[src/core/vsup_pkg.sv]
`default_nettype none
package vsup_pkg;

	// ****************************************
	// timing
	// ****************************************
	localparam int CLK_HZ       = 40_000_000;
	localparam int TICK_MS      = 5;
	localparam int TICK_CYC     = CLK_HZ / 1000 * TICK_MS;
	localparam int HIST_MS      = 40;
	localparam int HIST_DEPTH   = HIST_MS / TICK_MS;
	localparam int OP_MAX_S     = 1800;
	localparam int OP_MAX_TICKS = OP_MAX_S * 1000 / TICK_MS;

	// ****************************************
	// widths and sizes
	// ****************************************
	localparam int CH_N     = 4;
	localparam int PH_N     = 3;
	localparam int MAG_W    = 12;
	localparam int ANG_W    = 16;
	localparam int THR_W    = 7;
	localparam int DLY_W    = 19;
	localparam int TIME_W   = 20;
	localparam int RAT_W    = 16;
	localparam int STAMP_W  = 32;
	localparam int REC_N    = 12;
	localparam int GROUP_N  = 8;
	localparam int RAT_SHIFT = 8;
	localparam int SYNC_BLK  = 0;
	localparam int SYNC_BUS  = 1;
	localparam int SYNC_LINE = 2;

	// ****************************************
	// constants and reset values
	// ****************************************
	localparam logic [ANG_W-1:0]         ANG_FULL     = 16'h8CA0;
	localparam logic [ANG_W-1:0]         ANG_HALF     = 16'h4650;
	localparam logic [THR_W-1:0]         LOW_PICK_RST = 7'h05;
	localparam logic [THR_W-1:0]         HIGH_DET_RST = 7'h50;
	localparam logic [ANG_W-1:0]         ANG_LIM_RST  = 16'h01F4;
	localparam logic                     BUS_CHK_RST  = 1'h1;
	localparam logic                     LINE_CHK_RST = 1'h1;
	localparam logic [DLY_W-1:0]         OP_DLY_RST   = 19'h000C8;
	localparam logic signed [TIME_W-1:0] REM_MIN      = 20'hA81C0;
	localparam logic [RAT_W-1:0]         RAT_SAT      = 16'hFFFF;

	// ****************************************
	// types
	// ****************************************
	typedef enum logic [4:0] {
		MODE_ON = 5'h01, MODE_BLOCKED = 5'h02, MODE_TEST = 5'h04,
		MODE_TEST_BLOCKED = 5'h08, MODE_OFF = 5'h10
	} vsup_mode_t;

	typedef enum logic [4:0] {
		COND_NORMAL = 5'h01, COND_START = 5'h02, COND_LINE_FAIL = 5'h04,
		COND_BUS_FAIL = 5'h08, COND_BLOCKED = 5'h10
	} vsup_cond_t;

	typedef enum logic [4:0] {
		BUS_DEAD = 5'h01, BUS_LIVE_OK = 5'h02, BUS_LIVE_REV = 5'h04,
		BUS_LIVE_UNDEF = 5'h08, BUS_LIVE_PROBLEM = 5'h10
	} vsup_bus_t;

	typedef struct packed {
		logic [CH_N-1:0][MAG_W-1:0] mag;
		logic [CH_N-1:0][ANG_W-1:0] ang;
		logic [MAG_W-1:0]           pos_seq;
		logic [MAG_W-1:0]           neg_seq;
		logic [MAG_W-1:0]           zero_seq;
	} vsup_meas_t;

	typedef struct packed {
		logic [THR_W-1:0] low_pick;
		logic [THR_W-1:0] high_detect;
		logic [ANG_W-1:0] ang_limit;
		logic             bus_check;
		logic             line_check;
		logic [DLY_W-1:0] op_delay;
	} vsup_pick_set_t;

	localparam vsup_pick_set_t PICK_SET_RST = '{LOW_PICK_RST, HIGH_DET_RST,
		ANG_LIM_RST, BUS_CHK_RST, LINE_CHK_RST, OP_DLY_RST};

	typedef struct packed {
		logic [STAMP_W-1:0]        stamp;
		vsup_cond_t                cond;
		vsup_bus_t                 bus;
		logic signed [TIME_W-1:0]  remaining;
		logic [2:0]                group;
	} vsup_rec_t;

	// ****************************************
	// functions
	// ****************************************
	function automatic logic [ANG_W-1:0] vsup_ang_diff(input logic [ANG_W-1:0] a,
		input logic [ANG_W-1:0] b);
		logic [ANG_W-1:0] d;
		d = (a >= b) ? a - b : b - a;
		if (d > ANG_HALF)
		begin
			d = ANG_FULL - d;
		end
		return d;
	endfunction

	function automatic logic [RAT_W-1:0] vsup_ratio(input logic [THR_W-1:0] set,
		input logic [MAG_W-1:0] mag);
		logic [RAT_W-1:0] num;
		logic [RAT_W-1:0] den;
		num = {1'h0, set, 8'h00};
		den = {4'h0, mag};
		return (mag == '0) ? RAT_SAT : num / den;
	endfunction

	function automatic logic vsup_below(input logic [MAG_W-1:0] mag,
		input logic [THR_W-1:0] thr);
		return mag < {5'h00, thr};
	endfunction

endpackage
`default_nettype wire

[src/core/vsup_tick.sv]
`timescale 1ns/1ps
`default_nettype none
module vsup_tick #(
	parameter int DIV = vsup_pkg::TICK_CYC
) (
	// clock and reset
	input  wire logic core_clk,
	input  wire logic rst_n,
	// processing cycle enable
	output logic      tick
);
	import vsup_pkg::*;

	typedef struct packed {
		logic [31:0] cnt;
		logic        tick;
	} vsup_tick_state_t;

	vsup_tick_state_t q;
	vsup_tick_state_t d;

	always_comb
	begin
		d = q;
		d.tick = 1'h0;
		if (q.cnt >= 32'(DIV - 1))
		begin
			d.cnt = '0;
			d.tick = 1'h1;
		end
		else
		begin
			d.cnt = q.cnt + 32'h1;
		end
	end

	always_ff @(posedge core_clk or negedge rst_n)
	begin
		if (!rst_n)
			q <= '0;
		else
			q <= d;
	end

	assign tick = q.tick;

endmodule
`default_nettype wire

[src/core/vsup_angle_hist.sv]
`timescale 1ns/1ps
`default_nettype none
module vsup_angle_hist #(
	parameter int DEPTH = vsup_pkg::HIST_DEPTH
) (
	// clock and reset
	input  wire logic                                         core_clk,
	input  wire logic                                         rst_n,
	// sample strobe and angles
	input  wire logic                                         tick,
	input  wire logic [vsup_pkg::CH_N-1:0][vsup_pkg::ANG_W-1:0] ang,
	// shift against the sample DEPTH ticks back
	output logic [vsup_pkg::CH_N-1:0][vsup_pkg::ANG_W-1:0]      shift
);
	import vsup_pkg::*;

	typedef struct packed {
		logic [DEPTH-1:0][CH_N-1:0][ANG_W-1:0] hist;
		logic [7:0]                            ptr;
		logic [CH_N-1:0][ANG_W-1:0]            shift;
	} vsup_hist_state_t;

	vsup_hist_state_t q;
	vsup_hist_state_t d;

	// the slot about to be overwritten holds the oldest sample
	always_comb
	begin
		d = q;
		if (tick)
		begin
			for (int c = 0; c < CH_N; c++)
			begin
				d.shift[c] = vsup_ang_diff(ang[c], q.hist[q.ptr][c]);
			end
			d.hist[q.ptr] = ang;
			d.ptr = (q.ptr == 8'(DEPTH - 1)) ? 8'h00 : q.ptr + 8'h01;
		end
	end

	always_ff @(posedge core_clk or negedge rst_n)
	begin
		if (!rst_n)
			q <= '0;
		else
			q <= d;
	end

	assign shift = q.shift;

endmodule
`default_nettype wire

[src/core/vsup_top.sv]
`timescale 1ns/1ps
`default_nettype none
module vsup_top #(
	parameter int TICK_DIV = vsup_pkg::TICK_CYC,
	parameter int GROUPS   = vsup_pkg::GROUP_N,
	parameter int RECS     = vsup_pkg::REC_N
) (
	// clock and reset
	input  wire logic                                        core_clk,
	input  wire logic                                        rst_n,
	// measurement front end
	input  wire vsup_pkg::vsup_meas_t                        meas,
	// pins
	input  wire logic                                        block_in,
	input  wire logic                                        bus_breaker_trip_input,
	input  wire logic                                        line_breaker_trip_input,
	// static settings
	input  wire vsup_pkg::vsup_mode_t                        logical_node_operating_mode,
	input  wire logic                                        force_enable,
	input  wire vsup_pkg::vsup_cond_t                        force_status,
	// setting groups
	input  wire vsup_pkg::vsup_pick_set_t                    pick_set [GROUPS],
	input  wire logic [2:0]                                  group_sel,
	// status
	output vsup_pkg::vsup_mode_t                             behaviour,
	output vsup_pkg::vsup_cond_t                             condition,
	output vsup_pkg::vsup_bus_t                              bus_state,
	output logic                                             pickup,
	output logic [vsup_pkg::DLY_W-1:0]                       expected_time,
	output logic signed [vsup_pkg::TIME_W-1:0]               remaining_time,
	output logic [vsup_pkg::PH_N-1:0][vsup_pkg::RAT_W-1:0]   ratio_low,
	output logic [vsup_pkg::PH_N-1:0][vsup_pkg::RAT_W-1:0]   ratio_high,
	// event pulses
	output logic                                             start_on,
	output logic                                             fail_on,
	output logic                                             block_on,
	// record readout
	input  wire logic [3:0]                                  rec_idx,
	output vsup_pkg::vsup_rec_t                              rec_out,
	output logic [3:0]                                       rec_count,
	output logic [3:0]                                       rec_wr_ptr
);
	import vsup_pkg::*;

	// ****************************************
	// state
	// ****************************************
	typedef enum logic [3:0] {
		ST_IDLE = 4'h1, ST_START = 4'h2, ST_FAIL = 4'h4, ST_BLOCKED = 4'h8
	} vsup_st_t;

	typedef struct packed {
		logic [2:0]                      sync1;
		logic [2:0]                      sync2;
		logic                            proc;
		vsup_mode_t                      mode;
		vsup_pick_set_t                  set;
		logic [2:0]                      group;
		vsup_st_t                        st;
		logic                            line_kind;
		logic                            pick;
		logic signed [TIME_W-1:0]        rem;
		vsup_cond_t                      cond;
		vsup_bus_t                       bus;
		logic [PH_N-1:0][RAT_W-1:0]      rat_lo;
		logic [PH_N-1:0][RAT_W-1:0]      rat_hi;
		logic                            start_ev;
		logic                            fail_ev;
		logic                            block_ev;
		logic [STAMP_W-1:0]              stamp;
		logic [RECS-1:0][$bits(vsup_rec_t)-1:0] rec;
		logic [3:0]                      wr_ptr;
		logic [3:0]                      count;
		vsup_rec_t                       rec_out;
	} vsup_top_state_t;

	vsup_top_state_t q;
	vsup_top_state_t d;

	logic                        tick;
	logic [CH_N-1:0][ANG_W-1:0]  shift;
	logic                        off;
	logic                        blk;
	logic                        low_any;
	logic [1:0]                  high_cnt;
	logic                        ang_blk;
	logic                        volt_pick;
	logic                        bus_fuse;
	logic                        line_fuse;
	logic                        line_pick;
	logic                        pick;
	vsup_pick_set_t              gset;

	// ****************************************
	// processing cycle and angle history
	// ****************************************
	vsup_tick #(
		.DIV (TICK_DIV)
	) u_tick (
		.core_clk (core_clk),
		.rst_n    (rst_n),
		.tick     (tick)
	);

	vsup_angle_hist #(
		.DEPTH (HIST_DEPTH)
	) u_hist (
		.core_clk (core_clk),
		.rst_n    (rst_n),
		.tick     (tick),
		.ang      (meas.ang),
		.shift    (shift)
	);

	// ****************************************
	// pick-up conditions
	// ****************************************
	// the group is applied live; a group change reaches q.set two cycles later (q.group, then q.set)
	assign gset = pick_set[q.group];
	assign off = (q.mode == MODE_OFF);
	assign blk = q.sync2[SYNC_BLK] | (q.mode == MODE_BLOCKED) | (q.mode == MODE_TEST_BLOCKED);

	always_comb
	begin
		low_any = 1'h0;
		high_cnt = 2'h0;
		ang_blk = 1'h1;
		for (int p = 0; p < PH_N; p++)
		begin
			low_any = low_any | vsup_below(meas.mag[p], q.set.low_pick);
			if (!vsup_below(meas.mag[p], q.set.high_detect) &&
				meas.mag[p] != {5'h00, q.set.high_detect})
			begin
				high_cnt = (high_cnt == 2'h3) ? high_cnt : high_cnt + 2'h1;
			end
			// no phase jumped: treat as a steady supply and hold the voltage pick-ups off (fuse inputs still pick up)
			ang_blk = ang_blk & (shift[p] < q.set.ang_limit);
		end
	end

	assign volt_pick = (low_any | (high_cnt >= 2'h2)) & ~ang_blk;
	assign bus_fuse  = q.set.bus_check & q.sync2[SYNC_BUS];
	assign line_fuse = q.set.line_check & q.sync2[SYNC_LINE];
	assign line_pick = line_fuse | (vsup_below(meas.mag[CH_N-1], q.set.low_pick) & ~ang_blk);
	assign pick = ~off & (volt_pick | bus_fuse | line_pick);

	// ****************************************
	// next state
	// ****************************************
	always_comb
	begin
		d = q;
		d.sync1 = {line_breaker_trip_input, bus_breaker_trip_input, block_in};
		d.sync2 = q.sync1;
		d.proc = tick;
		d.mode = logical_node_operating_mode;
		d.group = group_sel;
		d.set = gset;
		d.start_ev = 1'h0;
		d.fail_ev = 1'h0;
		d.block_ev = 1'h0;
		if (q.proc)
		begin
			d.stamp = q.stamp + 32'h1;
			d.pick = pick;
			for (int p = 0; p < PH_N; p++)
			begin
				d.rat_lo[p] = vsup_ratio(q.set.low_pick, meas.mag[p]);
				d.rat_hi[p] = vsup_ratio(q.set.high_detect, meas.mag[p]);
			end
			case (q.st)
				ST_IDLE:
				begin
					d.rem = signed'({1'h0, q.set.op_delay});
					if (pick && blk)
					begin
						d.st = ST_BLOCKED;
						d.block_ev = 1'h1;
					end
					else if (pick)
					begin
						d.st = ST_START;
						d.start_ev = 1'h1;
						d.line_kind = line_pick & ~(volt_pick | bus_fuse);
					end
				end
				ST_START, ST_FAIL:
				begin
					if (!pick)
					begin
						d.st = ST_IDLE;
					end
					else if (blk)
					begin
						d.st = ST_BLOCKED;
						d.block_ev = 1'h1;
					end
					else if (q.st == ST_START && q.rem == '0)
					begin
						d.st = ST_FAIL;
						d.fail_ev = 1'h1;
					end
					// past expiry the count runs negative to show overrun
					if (pick && !blk && q.rem != REM_MIN)
					begin
						d.rem = q.rem - 20'sh00001;
					end
					if (!pick || blk)
					begin
						d.rem = signed'({1'h0, q.set.op_delay});
					end
				end
				ST_BLOCKED:
				begin
					d.rem = signed'({1'h0, q.set.op_delay});
					if (!pick)
					begin
						d.st = ST_IDLE;
					end
					else if (!blk)
					begin
						d.st = ST_START;
						d.start_ev = 1'h1;
						d.line_kind = line_pick & ~(volt_pick | bus_fuse);
					end
				end
				default:
				begin
					d.st = ST_IDLE;
				end
			endcase
			if (off)
			begin
				d.st = ST_IDLE;
				d.start_ev = 1'h0;
				d.fail_ev = 1'h0;
				d.block_ev = 1'h0;
			end
			if (off || meas.mag[PH_N-1:0] == '0)
				d.bus = BUS_DEAD;
			else if (pick)
				d.bus = BUS_LIVE_PROBLEM;
			else if (vsup_below(meas.pos_seq, q.set.low_pick))
				d.bus = BUS_LIVE_UNDEF;
			else if (meas.neg_seq > meas.pos_seq)
				d.bus = BUS_LIVE_REV;
			else
				d.bus = BUS_LIVE_OK;
		end
		case (d.st)
			ST_START:   d.cond = COND_START;
			ST_FAIL:    d.cond = d.line_kind ? COND_LINE_FAIL : COND_BUS_FAIL;
			ST_BLOCKED: d.cond = COND_BLOCKED;
			default:    d.cond = COND_NORMAL;
		endcase
		if (force_enable)
		begin
			d.cond = force_status;
		end
		if (d.start_ev || d.fail_ev || d.block_ev)
		begin
			d.rec[q.wr_ptr] = {q.stamp, d.cond, d.bus, d.rem, q.group};
			d.wr_ptr = (q.wr_ptr == 4'(RECS - 1)) ? 4'h0 : q.wr_ptr + 4'h1;
			d.count = (q.count == 4'(RECS)) ? q.count : q.count + 4'h1;
		end
		d.rec_out = (rec_idx < 4'(RECS)) ? vsup_rec_t'(q.rec[rec_idx]) : '0;
	end

	always_ff @(posedge core_clk or negedge rst_n)
	begin
		if (!rst_n)
		begin
			q <= '0;
			q.mode <= MODE_ON;
			q.set <= PICK_SET_RST;
			q.st <= ST_IDLE;
			q.cond <= COND_NORMAL;
			q.bus <= BUS_DEAD;
		end
		else
		begin
			q <= d;
		end
	end

	// ****************************************
	// outputs
	// ****************************************
	assign behaviour      = q.mode;
	assign condition      = q.cond;
	assign bus_state      = q.bus;
	assign pickup         = q.pick;
	assign expected_time  = q.set.op_delay;
	assign remaining_time = q.rem;
	assign ratio_low      = q.rat_lo;
	assign ratio_high     = q.rat_hi;
	assign start_on       = q.start_ev;
	assign fail_on        = q.fail_ev;
	assign block_on       = q.block_ev;
	assign rec_out        = q.rec_out;
	assign rec_count      = q.count;
	assign rec_wr_ptr     = q.wr_ptr;
endmodule
`default_nettype wire

[config.mk]
export PLATFORM = sky130hd
export DESIGN_NAME = vsup_top
export DESIGN_NICKNAME = d
export VERILOG_FILES = /design/src/core/vsup_pkg.sv /design/src/core/vsup_tick.sv /design/src/core/vsup_angle_hist.sv /design/src/core/vsup_top.sv
export SDC_FILE = /design/constraint.sdc
export NUM_CORES = 2
export LEC_CHECK = 0
export ABC_CLOCK_PERIOD_IN_PS = 40000
export BUFFER_PORTS_ARGS = -buffer_cell sky130_fd_sc_hd__buf_2
export CORE_ASPECT_RATIO = 0.6
export CORE_MARGIN = 2
export CORE_UTILIZATION = 40
export DETAILED_ROUTE_END_ITERATION = 8
export REMOVE_ABC_BUFFERS = 1
export SYNTH_ARGS = -nofsm -noshare
export SYNTH_HDL_FRONTEND = slang
export SYNTH_SLANG_ARGS = --single-unit
[constraint.sdc]
create_clock -name core_clk -period 40 [get_ports core_clk]
set_input_delay 6 -clock core_clk [delete_from_list [all_inputs] [get_ports core_clk]]
set_output_delay 6 -clock core_clk [all_outputs]
set_load 0.03 [all_outputs]
Word level (Yosys, flattened, before mapping)
Cells that the tools add are included.
- register bits: 1687
- latch bits: 0
- RAM bits: 0
- memory bits (read-only): 0
- output and inout port bits: 227
- logic and storage cells: 272
- memories: 0
- add/subtract/negate cells: 17
- multiply operators: 0
- div/mod/pow operators: 6
- $lt $le $gt $ge: 27
- equality and inequality tests: 19
- shifts and indexed selects: 0
- mux-type cells: 72
- bitwise logic cells: 21
- reduce and logical (&&, ||, !) cells: 26
- operators with widths (operator ; count):
    780-bit bitwise mux ; 1
    512-bit bitwise mux ; 1
    65-bit binary-select mux with 4-bit select ; 1
    65-bit demux with 4-bit select ; 1
    65-bit two-way mux ; 3
    64-bit binary-select mux with 3-bit select ; 1
    64-bit demux with 3-bit select ; 1
    16-bit two-way mux ; 12
    51-bit binary-select mux with 3-bit select ; 1
    136-bit two-way mux ; 1
    51-bit two-way mux ; 2
    15-bit by 12-bit divider with 16-bit output ; 6
    12-bit by 7-bit less-than comparator with 1-bit output ; 8
    16-bit subtractor ; 6
    32-bit by 1-bit adder with 32-bit output, second input constant ; 2
    64-bit two-way mux ; 1
    16-bit greater-or-equal comparator ; 3
    16-bit by 15-bit greater-than comparator with 1-bit output, second input constant ; 3
    16-bit less-than comparator ; 3
    48-bit two-way mux ; 1
    16-bit subtractor, first input constant ; 3
    20-bit two-way mux ; 2
    20-bit case mux with 2 select lines ; 1
    12-bit logical NOT ; 3
    48 further kinds ; 121

Depth between registers and ports, before layout
- word-level depth: 26
- mapped depth: 139

Hierarchy
A second synthesis with hierarchy kept.
- cell total of the unflattened synthesis: 12841
- area, all modules: 126034.6 um^2
- modules (own cells, without submodules) (module ; times used ; cells an instance ; area each (um^2) ; seq. area each (um^2)):
    vsup_top ; 1 ; 9389 ; 89171.8 ; 27199.8
    vsup_angle_hist ; 1 ; 3334 ; 35441.5 ; 14614.0
    vsup_tick ; 1 ; 118 ; 1421.4 ; 825.8

Worst setup path before layout
Ideal clock, no wire load.
- path kind: input -> register
- start: input meas[124] in the netlist's numbering
- end: register q, in the netlist ratio_high[32]
- library setup time: 124 ps
- data arrival time: 34315 ps
- path slack: 5561 ps
- cell stages on the path: 129
- cell sequence: buf_2 > clkbuf_1 > inv_1 > clkbuf_1 > ha_1 > o21ai_0 > nor2b_1 > nor3_1 > or2_2 > ha_1 > o211ai_1 > a2111oi_2 > inv_1 > or3_1 > nand2_1 > ha_1 > o211a_1 > o31a_1 > [... 93 more ...] > a21oi_1 > nor2_1 > a22oi_1 > or3_1 > buf_2 > buf_2 > nor2_1 > a21oi_1 > ha_1 > a21o_1 > a21o_1 > a21oi_1 > o21ai_0 > nand2_1 > nand3_1 > a211o_1 > o32a_1 > o31a_1
- longest elaborated chain between the ends: 2
- elaborated cells between the ends (all ways): 3
- ends and longest elaborated chain (what ; line ; text):
    start: declaration ; vsup_top.sv:12 ; input wire vsup_pkg::vsup_meas_t meas,
    15-bit by 12-bit divider with 16-bit output or 12-bit logical NOT (tied branches) ; vsup_pkg.sv:114 ; return (mag == '0) ? RAT_SAT : num / den;
    16-bit two-way mux * ; vsup_pkg.sv:114 ;
    end: declaration ; vsup_top.sv:77 ; vsup_top_state_t q;
Every way passes the cells marked *; elsewhere a longest branch is shown, timed or not.
A chain may end at the register's enable or synchronous reset.

Worst setup path after layout
- start: input meas[118] in the netlist's numbering
- end: register q, in the netlist ratio_high[16]
Same word-level chain as after synthesis.

==> flow_metrics.env <==
export IMPL_start_util=0.403
export IMPL_reg2reg_depth=115
export IMPL_gp_congestion=0.914
export IMPL_maxCapViolCount=0
export IMPL_clkPwrFrac=0.131
export IMPL_stdcell_count=16400
export IMPL_grt_busiest_layer="met2"
export IMPL_syn_avg_cell_area_um2=9.74
export IMPL_clock_sinks=1559
export IMPL_antenna_found_initial=74
export IMPL_worstSetupStartpointType="input pin"
export IMPL_tightest_slew_ns=1.26
export IMPL_arrival_ns=38.14
export IMPL_irDropWorstVdd_v=0.000105
export IMPL_drtIter0Drc=8257
export IMPL_fin_nets=13700
export IMPL_die_y_um=420
export IMPL_synth_seq_cells=1559
export IMPL_root_buffer="clkbuf_16"
export IMPL_skew_ns=0.125
export IMPL_endpoint_kind="flip-flop"
export IMPL_wire_per_inst_um=23.2
export IMPL_fin_tns_setup_ns=0
export IMPL_cts_buffers=164
export IMPL_grt_met2_usage=0.370
export IMPL_power_mw=11.9
export IMPL_vias=93100
export IMPL_grt_use_met3=0.0380
export IMPL_pwr_share_seq=0.201
export IMPL_hold_viol=0
export IMPL_cts_resized=0
export IMPL_min_path_cells=0
export IMPL_period_minus_slack_ns=37.50
export IMPL_p_per_area_nw_per_um2=93.1
export IMPL_worstPathRequired_ns=40.63
export IMPL_syn_inst=11800
export IMPL_cp_common_cell="ha_1"
export IMPL_io_pins=806
export IMPL_die_x_um=697
export IMPL_worst_path_max_delay_cell="a2111oi_0"
export IMPL_wirelength_um=381000
export IMPL_final_area_um2=128000
export IMPL_setup_viol=0
export IMPL_min_to="q[1080]"
export IMPL_place_area_um2=122000
export IMPL_grt_max_degree=172
export IMPL_rsz0062_at_grt="no"
export IMPL_hold_worst_slack_ns=0.355
export IMPL_r2r_end="ratio_high[16]"
export IMPL_yosysWarnings=0
export IMPL_p_switching_mw=5.37
export IMPL_clkLatencyLatePin_ns=0.87
export IMPL_fin_util=0.446
export IMPL_hp_start="d[1080]"
export IMPL_yosysMostFrequentCell="dfrtp_1"
export IMPL_p_sw_frac=0.452
export IMPL_reg2reg_from="q[1066]"
export IMPL_rows=152
export IMPL_syn_area_um2=115000
export IMPL_min_period_over_period=0.938
export IMPL_clockBufferDepth=4
export IMPL_dp_cells=15900
export IMPL_htree_num_levels=4
export IMPL_viasPerCell=5.66
export IMPL_synth_area_leaders="dfrtp_1, ha_1, mux2_2"
export IMPL_yosysTopAreaCell="dfrtp_1"
export IMPL_synth_seq_area_share=0.339
export IMPL_drc=0
export IMPL_async_reset_ff_frac=1.00
export IMPL_ant_nets=0
export IMPL_synth_edf_count=0
export IMPL_grt_pass1_wl_um=565000
export IMPL_dp_slack_ns=2.48
export IMPL_io_buffers=777
export IMPL_clk_pin_slew_ns=0.06
export IMPL_grt_use_total=0.252
export IMPL_hold_path_class="flip-flop to flip-flop"
export IMPL_fillers=27500
export IMPL_yosys_top_cells_count="dfrtp_1, nand2_1, ha_1"
export IMPL_dp_hpwl_um=277000
export IMPL_total_leakage_power_nw=59.1
export IMPL_cts_setup_buffers=0
export IMPL_critical_path_class="input pin to flip-flop"
export IMPL_synth_distinct_cells=103
export IMPL_rrSetupSlack_ns=7.99
export IMPL_cts_tree="yes"
export IMPL_gr_usage_met1=0.364
export IMPL_drive_gt1_frac=0.218
export IMPL_critPathMaxStageDelay_ns=0.84
export IMPL_die_area_um2=293000
export IMPL_cts_hold_buffers=0
export IMPL_synth_top_area_share=0.334
export IMPL_fmax_ghz=0.0267
export IMPL_power_frac_comb=0.668
export IMPL_syn_to_final_growth_pct=10.9
export IMPL_maxSlewViolCount=0
export IMPL_overflow=0
export IMPL_core_area_um2=286000
export IMPL_setup_ws_ns=2.50
export IMPL_crit_path_max_fanout=18
export IMPL_ys_flop_type="dfrtp_1"
export IMPL_firstDrtPassIters=6
export IMPL_relSlewSlack=0.140
export IMPL_p_int_mw=6.52
export IMPL_outcome="completed"
export IMPL_grt_pass1_vias=86300
==> sequential cells by signal, summed over array words and instances, names as in the netlist, 19 cells and up <==
register	count
u_tick.q	32
ratio_low	48
ratio_high	48
rec_out	65
u_hist.q	392
u_hist.shift	48
remaining_time	20
q	856
expected_time	19
==> cell usage in the layout, fill, tap and decap left out, types with 80 or more instances in the layout <==
cell type / count
clkbuf_16: 167
nor2b_1: 102
o21ai_0: 803
nand2b_1: 114
nand2_1: 1224
buf_2: 772
o21a_1: 171
inv_1: 399
diode_2: 312
xor2_1: 216
a21o_1: 310
or3_1: 86
dfrtp_1: 1532
buf_4: 172
nor2_1: 809
and2_1: 92
nand3_1: 165
mux4_2: 393
ha_1: 921
xnor2_1: 335
o211ai_1: 80
nand4_1: 88
nor3_1: 203
mux2_2: 892
a21oi_1: 727
mux2i_1: 209
==> worst max path at each step <==
stage	from	endpoint	slack [ns]	cells past startpoint
after floorplan	meas[100]	ratio_low[0]	5.90	111
after global placement	meas[100]	ratio_low[0]	2.51	120
after detailed placement	meas[100]	ratio_low[0]	2.48	120
after CTS	meas[100]	ratio_low[0]	3.29	120
after global routing	meas[100]	ratio_low[0]	0.35	122
final	meas[118]	ratio_high[16]	2.50	116
==> area by class of cell <==
cell class | count | area, um2 | area share
multi-input cells | 9091 | 71000 | 0.556
diodes | 312 | 781 | 0.00611
repair buffers | 953 | 5320 | 0.0416
inverters | 403 | 1510 | 0.0118
flip-flops and latches | 1559 | 39100 | 0.306
clock buffers | 227 | 4650 | 0.0364
well taps | 3850 | 4820 | 0.0377
clock inverters | 54 | 618 | 0.00484
==> worst max-delay path: cells and delay by family <==
family                     cells  cell delay (ns)
adders and majority gates     15             4.81
AOI/OAI and AO/OA             63            17.65
muxes                          4             1.56
and+or+nand+nor               25             6.38
buffers and inverters          9             1.69
==> logic make-up (layout without fill, tap and decap cells) <==
family | count (synthesis) | after routing | share of synthesized area
simple gates | 3229 | 3229 | 0.130
buf+inv | 1203 | 1637 | 0.0473
other cells | 1 | 332 | 0.0000325
compound gates | 2864 | 2864 | 0.158
xor+xnor | 551 | 551 | 0.0419
mux | 1494 | 1494 | 0.182
flops | 1559 | 1559 | 0.339
fa+ha+maj | 933 | 933 | 0.102
==> power by group through the flow <==
stage               clock network [mW]  registers, mW  logic [mW]
finish                            1.56           2.39        7.94
global route                      1.65           2.44        8.80
CTS                               1.59           2.38        7.84
detailed placement                   0           2.40        7.78
global placement                     0           2.40        7.70
floorplan                            0           2.40        5.93
==> per-layer routing <==
metal  share of wire  routed length, um
met1            0.46             177000
met2            0.42             159000
met3           0.062              23700
met4           0.058              22200
met5         0.00038                143
Power figures use the tool's default switching activity.
